==> config.mk <==
export PLATFORM = sky130hd
export DESIGN_NAME = upsm_top
export DESIGN_NICKNAME = d
export VERILOG_FILES = /design/src/design/upsm_pkg.sv /design/src/design/upsm_sof_port.sv /design/src/design/upsm_top.sv
export SDC_FILE = /design/constraint.sdc
export NUM_CORES = 1
export LEC_CHECK = 0
export ABC_AREA = 0
export BUFFER_PORTS_ARGS = -buffer_cell sky130_fd_sc_hd__buf_4
export CAP_MARGIN = 10
export CORE_ASPECT_RATIO = 1.5
export CORE_MARGIN = 2
export CORE_UTILIZATION = 46
export CTS_CLUSTER_DIAMETER = 60
export DETAILED_ROUTE_END_ITERATION = 8
export PLACE_DENSITY = 0.67
export SLEW_MARGIN = 20
export SYNTH_ARGS = -nofsm -noshare
export SYNTH_HDL_FRONTEND = slang
export SYNTH_SLANG_ARGS = --single-unit
==> constraint.sdc <==
create_clock -name core_clk -period 5.4 [get_ports core_clk]
set_input_delay 1.62 -clock core_clk [delete_from_list [all_inputs] [get_ports core_clk]]
set_output_delay 1.62 -clock core_clk [all_outputs]
set_load 0.02 [all_outputs]
==> src/design/upsm_pkg.sv <==
package upsm_pkg;
  // register map, byte addresses on the 16-bit port
  localparam logic [7:0] ADDR_CTRL = 8'h00;
  localparam logic [7:0] ADDR_P0 = 8'h04;
  localparam logic [7:0] ADDR_P1 = 8'h06;
  // control register fields
  localparam int CB_HOST = 0;
  localparam int CB_PU = 1;
  localparam int CB_PD0 = 2;
  localparam int CB_PD1 = 3;
  localparam int CB_ACT0 = 4;
  localparam int CB_ACT1 = 5;
  localparam int CB_SPD0 = 6;
  localparam int CB_SPD1 = 8;
  localparam logic [15:0] CTRL_MASK = 16'h03FF;
  localparam logic [15:0] CTRL_RESET = 16'h0000;
  // status register fields
  localparam int SB_OVC_HI = 15;
  localparam int SB_OVC_LO = 14;
  localparam int SB_FRAME = 5;
  localparam int SB_ID = 2;
  // line-state codes
  localparam logic [1:0] LN_SE0 = 2'h0;
  localparam logic [1:0] LN_01 = 2'h1;
  localparam logic [1:0] LN_10 = 2'h2;
  localparam logic [1:0] LN_SE1 = 2'h3;
  // timing
  localparam int CLK_NS = 50;
  localparam int FRAME_NS = 1000000;
  localparam int UFRAME_NS = 125000;
  localparam int SOF_NS = 3000;
  localparam logic [14:0] FRAME_CYC_DEF = 15'(FRAME_NS / CLK_NS);
  localparam logic [14:0] UFRAME_CYC = 15'(UFRAME_NS / CLK_NS);
  localparam logic [14:0] SOF_CYC = 15'((SOF_NS + CLK_NS - 1) / CLK_NS);
  // signalling speed of a port
  typedef enum logic [1:0] {
    SPD_FULL = 2'h0,
    SPD_LOW = 2'h1,
    SPD_HIGH = 2'h2,
    SPD_CHIRP = 2'h3
  } upsm_speed_t;
  // frame engine states
  typedef enum logic [2:0] {
    S_IDLE = 3'b001,
    S_SOF = 3'b010,
    S_GAP = 3'b100
  } upsm_sof_st_t;
  // sampled data lines of one port
  typedef struct packed {
    logic dp;
    logic dm;
    logic squelch;
  } upsm_line_t;
  // register request from the cpu
  typedef struct packed {
    logic [7:0] addr;
    logic [15:0] wdata;
    logic wr;
    logic rd;
  } upsm_req_t;
endpackage

==> src/design/upsm_sof_port.sv <==
module upsm_sof_port
  import upsm_pkg::*;
(
  input wire logic core_clk,
  input wire logic rst,
  input wire logic start,
  input wire logic [14:0] period,
  output logic sof_tx_q,
  output logic bus_en_q,
  output logic frame_active_q
);
  upsm_sof_st_t state_q, state_d;
  logic [14:0] frm_q, frm_d; // frame spacing timer
  logic [14:0] sof_q, sof_d; // packet length timer
  logic [14:0] len_q; // helper for checks only

  // next state; a started packet always completes
  always_comb
  begin
    state_d = state_q;
    unique case (state_q)
      S_IDLE: if (start) state_d = S_SOF;
      S_SOF:
      begin
        // finish the packet before idling
        if (sof_q == 15'h0000) state_d = start ? S_GAP : S_IDLE;
      end
      S_GAP:
      begin
        if (!start) state_d = S_IDLE;
        else if (frm_q == 15'h0000) state_d = S_SOF;
      end
      default: state_d = S_IDLE; // illegal one-hot code
    endcase
  end

  assign frm_d = (state_q == S_IDLE || frm_q == 15'h0000) ? period - 15'h0001
                 : frm_q - 15'h0001;
  assign sof_d = (state_q != S_SOF) ? SOF_CYC - 15'h0001 : sof_q - 15'h0001;

  // state, timers and flag outputs
  always_ff @(posedge core_clk)
  begin
    if (rst)
    begin
      state_q <= S_IDLE;
      frm_q <= 15'h0000;
      sof_q <= 15'h0000;
      sof_tx_q <= 1'b0;
      bus_en_q <= 1'b0;
      frame_active_q <= 1'b0;
      len_q <= 15'h0000;
    end
    else
    begin
      state_q <= state_d;
      frm_q <= frm_d;
      sof_q <= sof_d;
      sof_tx_q <= (state_d == S_SOF);
      bus_en_q <= (state_d != S_IDLE);
      frame_active_q <= (state_d != S_IDLE);
      len_q <= sof_tx_q ? len_q + 15'h0001 : 15'h0000;
    end
  end
endmodule

==> src/design/upsm_top.sv <==
// Overview of operation
// - port 0 enable in host starts frames
// - port 1 enable in host starts frames
// - disable: finish packet, then idle and clear flag on one edge
// - frame flag at bit 5, 1=running
// - id pin mirrored into port 0
// - full/low speed line-state codes
// - high speed and chirp line-state codes
// - port 1 line state host only
// - port 1 overcurrent bit 15, bit 14 zero
// - port 1 layout, unused bits zero
// - pull-downs on both lines in host
//
// Added by the designer: the address-and-strobe port and the register offsets.
module upsm_top
  import upsm_pkg::*;
#(
  parameter logic [14:0] FRAME_CYC = FRAME_CYC_DEF // full-speed frame spacing
)
(
  input wire logic core_clk,
  input wire logic rst,
  input wire upsm_pkg::upsm_req_t req,
  output logic [15:0] rdata_q,
  input wire upsm_pkg::upsm_line_t line0,
  input wire upsm_pkg::upsm_line_t line1,
  input wire logic otg_id_input,
  input wire logic ovc0_a,
  input wire logic ovc0_b,
  input wire logic overcurrent_input_second,
  output logic sof_tx0_q,
  output logic sof_tx1_q,
  output logic bus_en0_q,
  output logic bus_en1_q,
  output logic pulldown0_q,
  output logic pulldown1_q,
  output logic dplus_pullup_q
);
  import upsm_pkg::*;

  // software control state
  logic [15:0] ctrl_q; // control register
  logic [15:0] ctrl_d; // its next value

  // decoded control fields
  logic host_mode; // host function selected
  logic dplus_pullup_enable; // peripheral attach
  logic line_pulldown_enable0; // port 0 pull-downs
  logic line_pulldown_enable1; // port 1 pull-downs
  logic bus_activity_enable0; // port 0 frames
  logic bus_activity_enable1; // port 1 frames
  upsm_speed_t spd0; // port 0 signalling
  upsm_speed_t spd1; // port 1 signalling

  // frame engine hookups
  logic start0; // port 0 may run frames
  logic start1; // port 1 may run frames
  logic [14:0] period0; // port 0 spacing
  logic [14:0] period1; // port 1 spacing
  logic frame_active_flag0; // port 0 flag
  logic frame_active_flag1; // port 1 flag

  // line-state values
  logic [1:0] line_state_field0; // port 0 code
  logic [1:0] line_state_field1; // port 1 raw code
  logic [1:0] ln1_shown; // port 1 code as read
  logic ln1_valid; // port 1 code meaningful

  // status images and read path
  logic [15:0] port0_line_status; // port 0 image
  logic [15:0] port1_line_status; // port 1 image
  logic [15:0] rd_mux; // selected word
  logic [15:0] rdata_d; // next read data
  logic hit_ctrl; // control address
  logic hit_p0; // port 0 status address
  logic hit_p1; // port 1 status address

  // line-state decode shared by both ports
  function automatic logic [1:0] ln_decode(input upsm_line_t l,
                                           input upsm_speed_t s);
    logic [1:0] raw;
    raw = {l.dm, l.dp};
    ln_decode = raw;
    unique case (s)
      // full: J is d+ high so 01, K 10; low: J is d- high so 10
      SPD_FULL: ln_decode = raw;
      SPD_LOW: ln_decode = raw;
      // high speed only tells squelch from activity
      SPD_HIGH: ln_decode = l.squelch ? LN_SE0 : LN_01;
      // chirp keeps the polarity of the driven line
      SPD_CHIRP:
      begin
        if (l.squelch) ln_decode = LN_SE0;
        else ln_decode = l.dp ? LN_01 : LN_10;
      end
    endcase
  endfunction

  // field extraction
  assign host_mode = ctrl_q[CB_HOST];
  assign dplus_pullup_enable = ctrl_q[CB_PU];
  assign line_pulldown_enable0 = ctrl_q[CB_PD0];
  assign line_pulldown_enable1 = ctrl_q[CB_PD1];
  assign bus_activity_enable0 = ctrl_q[CB_ACT0];
  assign bus_activity_enable1 = ctrl_q[CB_ACT1];
  assign spd0 = upsm_speed_t'(ctrl_q[CB_SPD0 +: 2]);
  assign spd1 = upsm_speed_t'(ctrl_q[CB_SPD1 +: 2]);

  // frames only ever run in host mode
  assign start0 = bus_activity_enable0 && host_mode;
  assign start1 = bus_activity_enable1 && host_mode;

  // microframes in high speed and chirp, full frames otherwise
  assign period0 = (spd0 == SPD_HIGH || spd0 == SPD_CHIRP) ? UFRAME_CYC : FRAME_CYC;
  assign period1 = (spd1 == SPD_HIGH || spd1 == SPD_CHIRP) ? UFRAME_CYC : FRAME_CYC;

  // port 0 frame engine
  upsm_sof_port u_sof0 (
    .core_clk(core_clk),
    .rst(rst),
    .start(start0),
    .period(period0),
    .sof_tx_q(sof_tx0_q),
    .bus_en_q(bus_en0_q),
    .frame_active_q(frame_active_flag0)
  );

  // port 1 frame engine
  upsm_sof_port u_sof1 (
    .core_clk(core_clk),
    .rst(rst),
    .start(start1),
    .period(period1),
    .sof_tx_q(sof_tx1_q),
    .bus_en_q(bus_en1_q),
    .frame_active_q(frame_active_flag1)
  );

  // line decode; port 0 is shown as seen, software waits
  // for its own pull setting before trusting it
  assign line_state_field0 = ln_decode(line0, spd0);
  assign line_state_field1 = ln_decode(line1, spd1);

  // port 1 lines float in peripheral mode, so hide them
  assign ln1_valid = host_mode && line_pulldown_enable1;
  assign ln1_shown = ln1_valid ? line_state_field1 : LN_SE0;

  // port 0 image: two overcurrent pins, flag, id, line
  assign port0_line_status = {ovc0_a, ovc0_b, 8'h00,
                              frame_active_flag0,
                              2'b00,
                              otg_id_input,
                              line_state_field0};

  // port 1 image: one overcurrent pin, bit 14 held low
  assign port1_line_status = {overcurrent_input_second,
                              1'b0,
                              8'h00,
                              frame_active_flag1,
                              3'b000,
                              ln1_shown};

  // address decode
  assign hit_ctrl = (req.addr == ADDR_CTRL);
  assign hit_p0 = (req.addr == ADDR_P0);
  assign hit_p1 = (req.addr == ADDR_P1);

  // read selection; unmapped words read as zero
  assign rd_mux = hit_ctrl ? ctrl_q
                : hit_p0 ? port0_line_status
                : hit_p1 ? port1_line_status
                : 16'h0000;

  // data is only valid the cycle after the strobe
  assign rdata_d = req.rd ? rd_mux : 16'h0000;

  // only the control word takes writes; status is pure
  // wiring, so a stray write there cannot disturb it
  assign ctrl_d = (req.wr && hit_ctrl) ? (req.wdata & CTRL_MASK) : ctrl_q;

  // register and read-data flops
  always_ff @(posedge core_clk)
  begin
    if (rst)
    begin
      ctrl_q <= CTRL_RESET;
      rdata_q <= 16'h0000;
    end
    else
    begin
      ctrl_q <= ctrl_d;
      rdata_q <= rdata_d;
    end
  end

  // pad resistor controls, registered for glitch-free pins
  always_ff @(posedge core_clk)
  begin
    if (rst)
    begin
      pulldown0_q <= 1'b0;
      pulldown1_q <= 1'b0;
      dplus_pullup_q <= 1'b0;
    end
    else
    begin
      // both lines pulled down only as host
      pulldown0_q <= host_mode && line_pulldown_enable0;
      pulldown1_q <= host_mode && line_pulldown_enable1;
      // attach resistor belongs to peripheral mode
      dplus_pullup_q <= !host_mode && dplus_pullup_enable;
    end
  end
endmodule

[After elaboration in Yosys (flattened, before gate mapping)]
Cells that the tools add are included.
Operators by class
  mux-type cells: 30
  equality and inequality tests: 20
  add/sub/neg operators: 6
  bitwise operators: 1
  reductions and logical operators: 25
Operators by type and width (number)
  $sub 15x1->15 const B: 6
  $logic_not 15->1: 4
  $mux 15: 4
  $mux 16: 2
  $mux 3: 10
  $pmux 3 s3: 2
  $eq 8x3->1 const B: 2
  $eq 3x2->1 const B: 4
  $mux 6: 2
  $pmux 2 s3: 2
  $mux 10: 1
  $mux 2: 5
  $reduce_or 2->1: 5
  $eq 2x2->1 const B: 4
  $logic_not 8->1: 1
  $eq 3x1->1 const B: 2
  $eq 3x3->1 const B: 2
  $logic_and 1x1->1: 6
  $ne 3x1->1 const B: 2
  $ne 3x2->1 const B: 2
  $eq 2x1->1 const B: 2
  $logic_not 2->1: 2
  $logic_or 1x1->1: 4
  $reduce_or 4->1: 1
  4 further kinds: 5
Word-level totals
  input port bits: 38
  register bits: 99

[Longest topological paths before layout]
  depth after elaboration: 7
  gate-level depth with buffers: 7
  gate-level depth less buffers: 7

[Modules after synthesis]
From an unflattened synthesis, not the netlist that was laid out.
Second synthesis, totals
  cell total of the unflattened synthesis: 551
  area, all modules: 4919.7 um^2
By module, submodules not included
  upsm_sof_port (u_sof1): area an instance 1909.3 um^2, cells each 217, seq. area each 700.7 um^2, times used 1
  upsm_sof_port (u_sof0): area an instance 1871.8 um^2, cells each 209, seq. area each 700.7 um^2, times used 1
  upsm_top: area an instance 1138.6 um^2, cells each 125, seq. area each 500.5 um^2, times used 1

[Worst setup path before layout]
No wires, ideal clock.
  kind: input port to flip-flop
  start: input req[23] in the netlist's numbering
  end: register rdata_q[2]
  data arrival time: 2.738 ns
  stages on the path: 5
  slack: 2.601 ns
  buffers on the path: 0
  data required time: 5.340 ns
  path through: nor4_1 nand4_1 or2_2 nor2_1 a22o_1
Between the ends
  cells in the longest elaborated chain, start to end: 3
RTL lines
  from (decl): line upsm_top.sv:23  | input wire upsm_pkg::upsm_req_t req,
  $eq 8x3->1: line upsm_top.sv:165  | assign hit_p0 = (req.addr == ADDR_P0);
  $mux 16: line upsm_top.sv:170  | : hit_p0 ? port0_line_status
  $mux 10 *: line upsm_top.sv:169  | assign rd_mux = hit_ctrl ? ctrl_q
  to (signal assigned): line upsm_top.sv:192  | rdata_q <= rdata_d;
  to (decl): line upsm_top.sv:24  | output logic [15:0] rdata_q,
Mark *: on every way between the ends. The rest lies on a longest branch, timed or not.
A chain may end at the register's enable or synchronous reset.

[Worst setup path after layout]
  start: input rst
  end: register rdata_q[3]
Between the ends
  cells in the longest elaborated chain, start to end: 1
RTL lines
  from (decl): line upsm_top.sv:22  | input wire logic rst,
  $reduce_or 2->1 (no source line)
No other way between the ends.

==> key figures <==
Final layout
  – Core Util, Final: 0.555
  – Fin nets: 507
  – Area Overhead vs Synth: 18.2%
  – Most common library cell in the layout ignoring fill and taps: dfxtp_1
  – Diode count: 0
  – Fin area: 4620 um2
  – Share of post-route cells with drive strength above 1: 0.163
  – Highest-count cells in the layout ignoring fill and taps: dfxtp_1 (95), buf_4 (50), nor2_1 (47), a21oi_1 (35), xnor2_1 (21)

Synth
  – Post-synthesis cell count: 422
  – Ys flop type: dfxtp_1
  – Post-synth top area share: 0.487
  – Synth area leaders: dfxtp_1 (49%), xnor2_1 (4.7%), nor2_1 (4.5%), a21oi_1 (4.5%), mux2i_1 (3.8%)
  – Synthesized area: 3900 um2
  – Async SR Flop Fraction: 0
  – Mean Syn Cell Area: 9.25 um2
  – Number of flops mapped to enable cells by yosys: 0
  – Synth unique cells: 56
  – Syn. warnings: 0
  – Synth area leader: dfxtp_1
  – Share of the yosys chip area belonging to registers: 0.487
  – Register bit total from synthesis: 95

Global route
  – First-pass GRT wire length: 13300 um
  – Total grt overflow: 0
  – Vias in the first global route: 2983
  – Initial antenna violation count: 0
  – Largest net degree at the start of global routing: 48
  – Gr usage total: 0.185

Timing
  – Setup WS post-layout: 2200 ps
  – RSZ-0062 raised after global routing: false
  – Slew @ Worst Pin: 754 ps
  – Final setup violation count: 0
  – Clk_skew: 4.33 ps
  – Rel. slew slack: 0.492
  – Post-route minimum period: 3200 ps
  – TNS Setup: 0 ps
  – Hold Violations, Final: 0
  – F_max: 312 MHz
  – Slew Limit Fails: 0
  – Hold WS: 465 ps
  – Period utilization: 0.593

Clocking
  – Clk Latency, worst-skew pair: 340 ps
  – Post-CTS sizing: 0
  – Clock transition at path regs: 60 ps
  – CTS tree: yes
  – Clock root buffer: clkbuf_16
  – Total CTS buffers: 9
  – H-tree depth: 3
  – Post-CTS Setup Bufs: 0
  – CTS Sinks: 95
  – Max clock buf depth: 2
  – Hold buffer count at cts: 0

Worst setup path
  – WP data arrival: 3490 ps
  – Max FO, Critical Path: 47
  – Nature of the critical path endpoint: flip-flop
  – Worst Path Class, Setup: in -> reg
  – Worst R2R Start: u_sof1.frm_q[3]
  – CP required: 5680 ps
  – Crit path launch type: input pin
  – Crit path from: rst

Power
  – Lkg Pwr: 1.75 nW
  – Switching portion of total power: 0.222
  – Sequential power share: 0.520
  – Power density over cell area: 301 nW/um2
  – Worst vdd ir: 0.000223 V
  – Logic pwr share: 0.048
  – Switching power: 0.308 mW
  – Internal: 1.08 mW
  – Clk network pwr share: 0.432

Die
  – Core ar.: 8310 um2
  – Die area: 9250 um2
  – Die Height: 117 um
  – Die width: 79.2 um
  – Starting density of the core: 0.470
  – Row count: 41
  – I/O pins: 61

Place
  – Post-DP HPWL: 5960 um
  – Worst slack at placement: 1850 ps
  – Cell Area, Placed: 4330 um2
  – Port buffer count: 50
  – Routability cong.: 0.810

Routing
  – DR WL/cell: 14.3 um
  – Final ANT Viol Nets: 0
  – Vias per cell: 5.45
  – WL final: 8270 um
  – DR pass1 iterations: 4
  – First DRT Iteration DRCs: 134
  – Vias: 3158
  – Residual DRC: 0

Status
  – Status: finished clean

Job
  – Max Cap Viol: 0

Worst hold path
  – HP Start: u_sof1.sof_q[0]
  – Hold crit path type: reg -> reg
## final timing paths
kind	to	slack, ps	depth (start not counted)
setup reg to reg	u_sof1.frm_q[9]	2750	5
hold / removal	u_sof1.sof_q[0]	460	1
setup / recovery	rdata_q[3]	2200	5
hold reg to reg	u_sof1.sof_q[0]	460	1
## metal layers
layer  vias to the layer above  track usage  wire (um)
met5                         -            0          0
met4                         0        0.106        252
met3                        15       0.0429        217
met2                        32        0.334       4430
met1                      1495        0.198       3370
li1                       1616            -          -
## flip-flops by register name, indices dropped and copies added, names as in the netlist, 3 cells and up
signal / flops
u_sof1.sof_q: 15
u_sof0.state_q: 3
u_sof0.sof_q: 15
rdata_q: 12
u_sof0.frm_q: 15
ctrl_q: 10
u_sof1.frm_q: 15
u_sof1.state_q: 3
## power groups by stage
stage	Combinational [mW]	Clock, mW	Sequential [mW]
after floorplan	0.0437	0	0.736
after global placement	0.0652	0	0.738
after detailed placement	0.0669	0	0.739
after CTS	0.0674	0.614	0.723
after global routing	0.0746	0.647	0.724
final	0.0668	0.601	0.723
## Yosys cell counts, types with 11 or more instances
cell type and instances:
a21oi_1 35, clkbuf_1 13, dfxtp_1 95, inv_1 11
mux2i_1 15, nand2_1 18, nor2_1 47, nor3_1 17
nor4_1 15, o21ai_0 18, or3_1 14, xnor2_1 21
## stage by stage
| stage | total power, mW | cells |
|---|---|---|
| after global routing | 1.45 | 579 |
| after floorplan | 0.780 | 425 |
| final | 1.39 | 579 |
| after CTS | 1.40 | 579 |
| after global placement | 0.803 | 563 |
| after detailed placement | 0.806 | 563 |
## cells by family after synthesis
group / synth area share
multiplexers: 0.0385
other: 0.000961
AND/OR/NAND/NOR: 0.220
flip-flops: 0.487
AO/OA/AOI/OAI: 0.148
XOR/XNOR: 0.0651
adder cells (fa/ha/maj): 0.00641
buffers and inverters: 0.0346
## worst max-delay path: stages
cell and delay [ps]:
buf_4 250, inv_1 400, nand4_1 310, nor3_1 660
and2_1 230
## final cells by class
type                       instances  area, um2
multi-input combinational        300       1880
timing repair buffer              50        375
fill                             780       3690
clock buffer                      12        256
tap                              107        134
clock inverter                     4       28.8
sequential                        95       1900
inverter                          11       41.3
No activity file was read; power rests on OpenSTA's default activity.
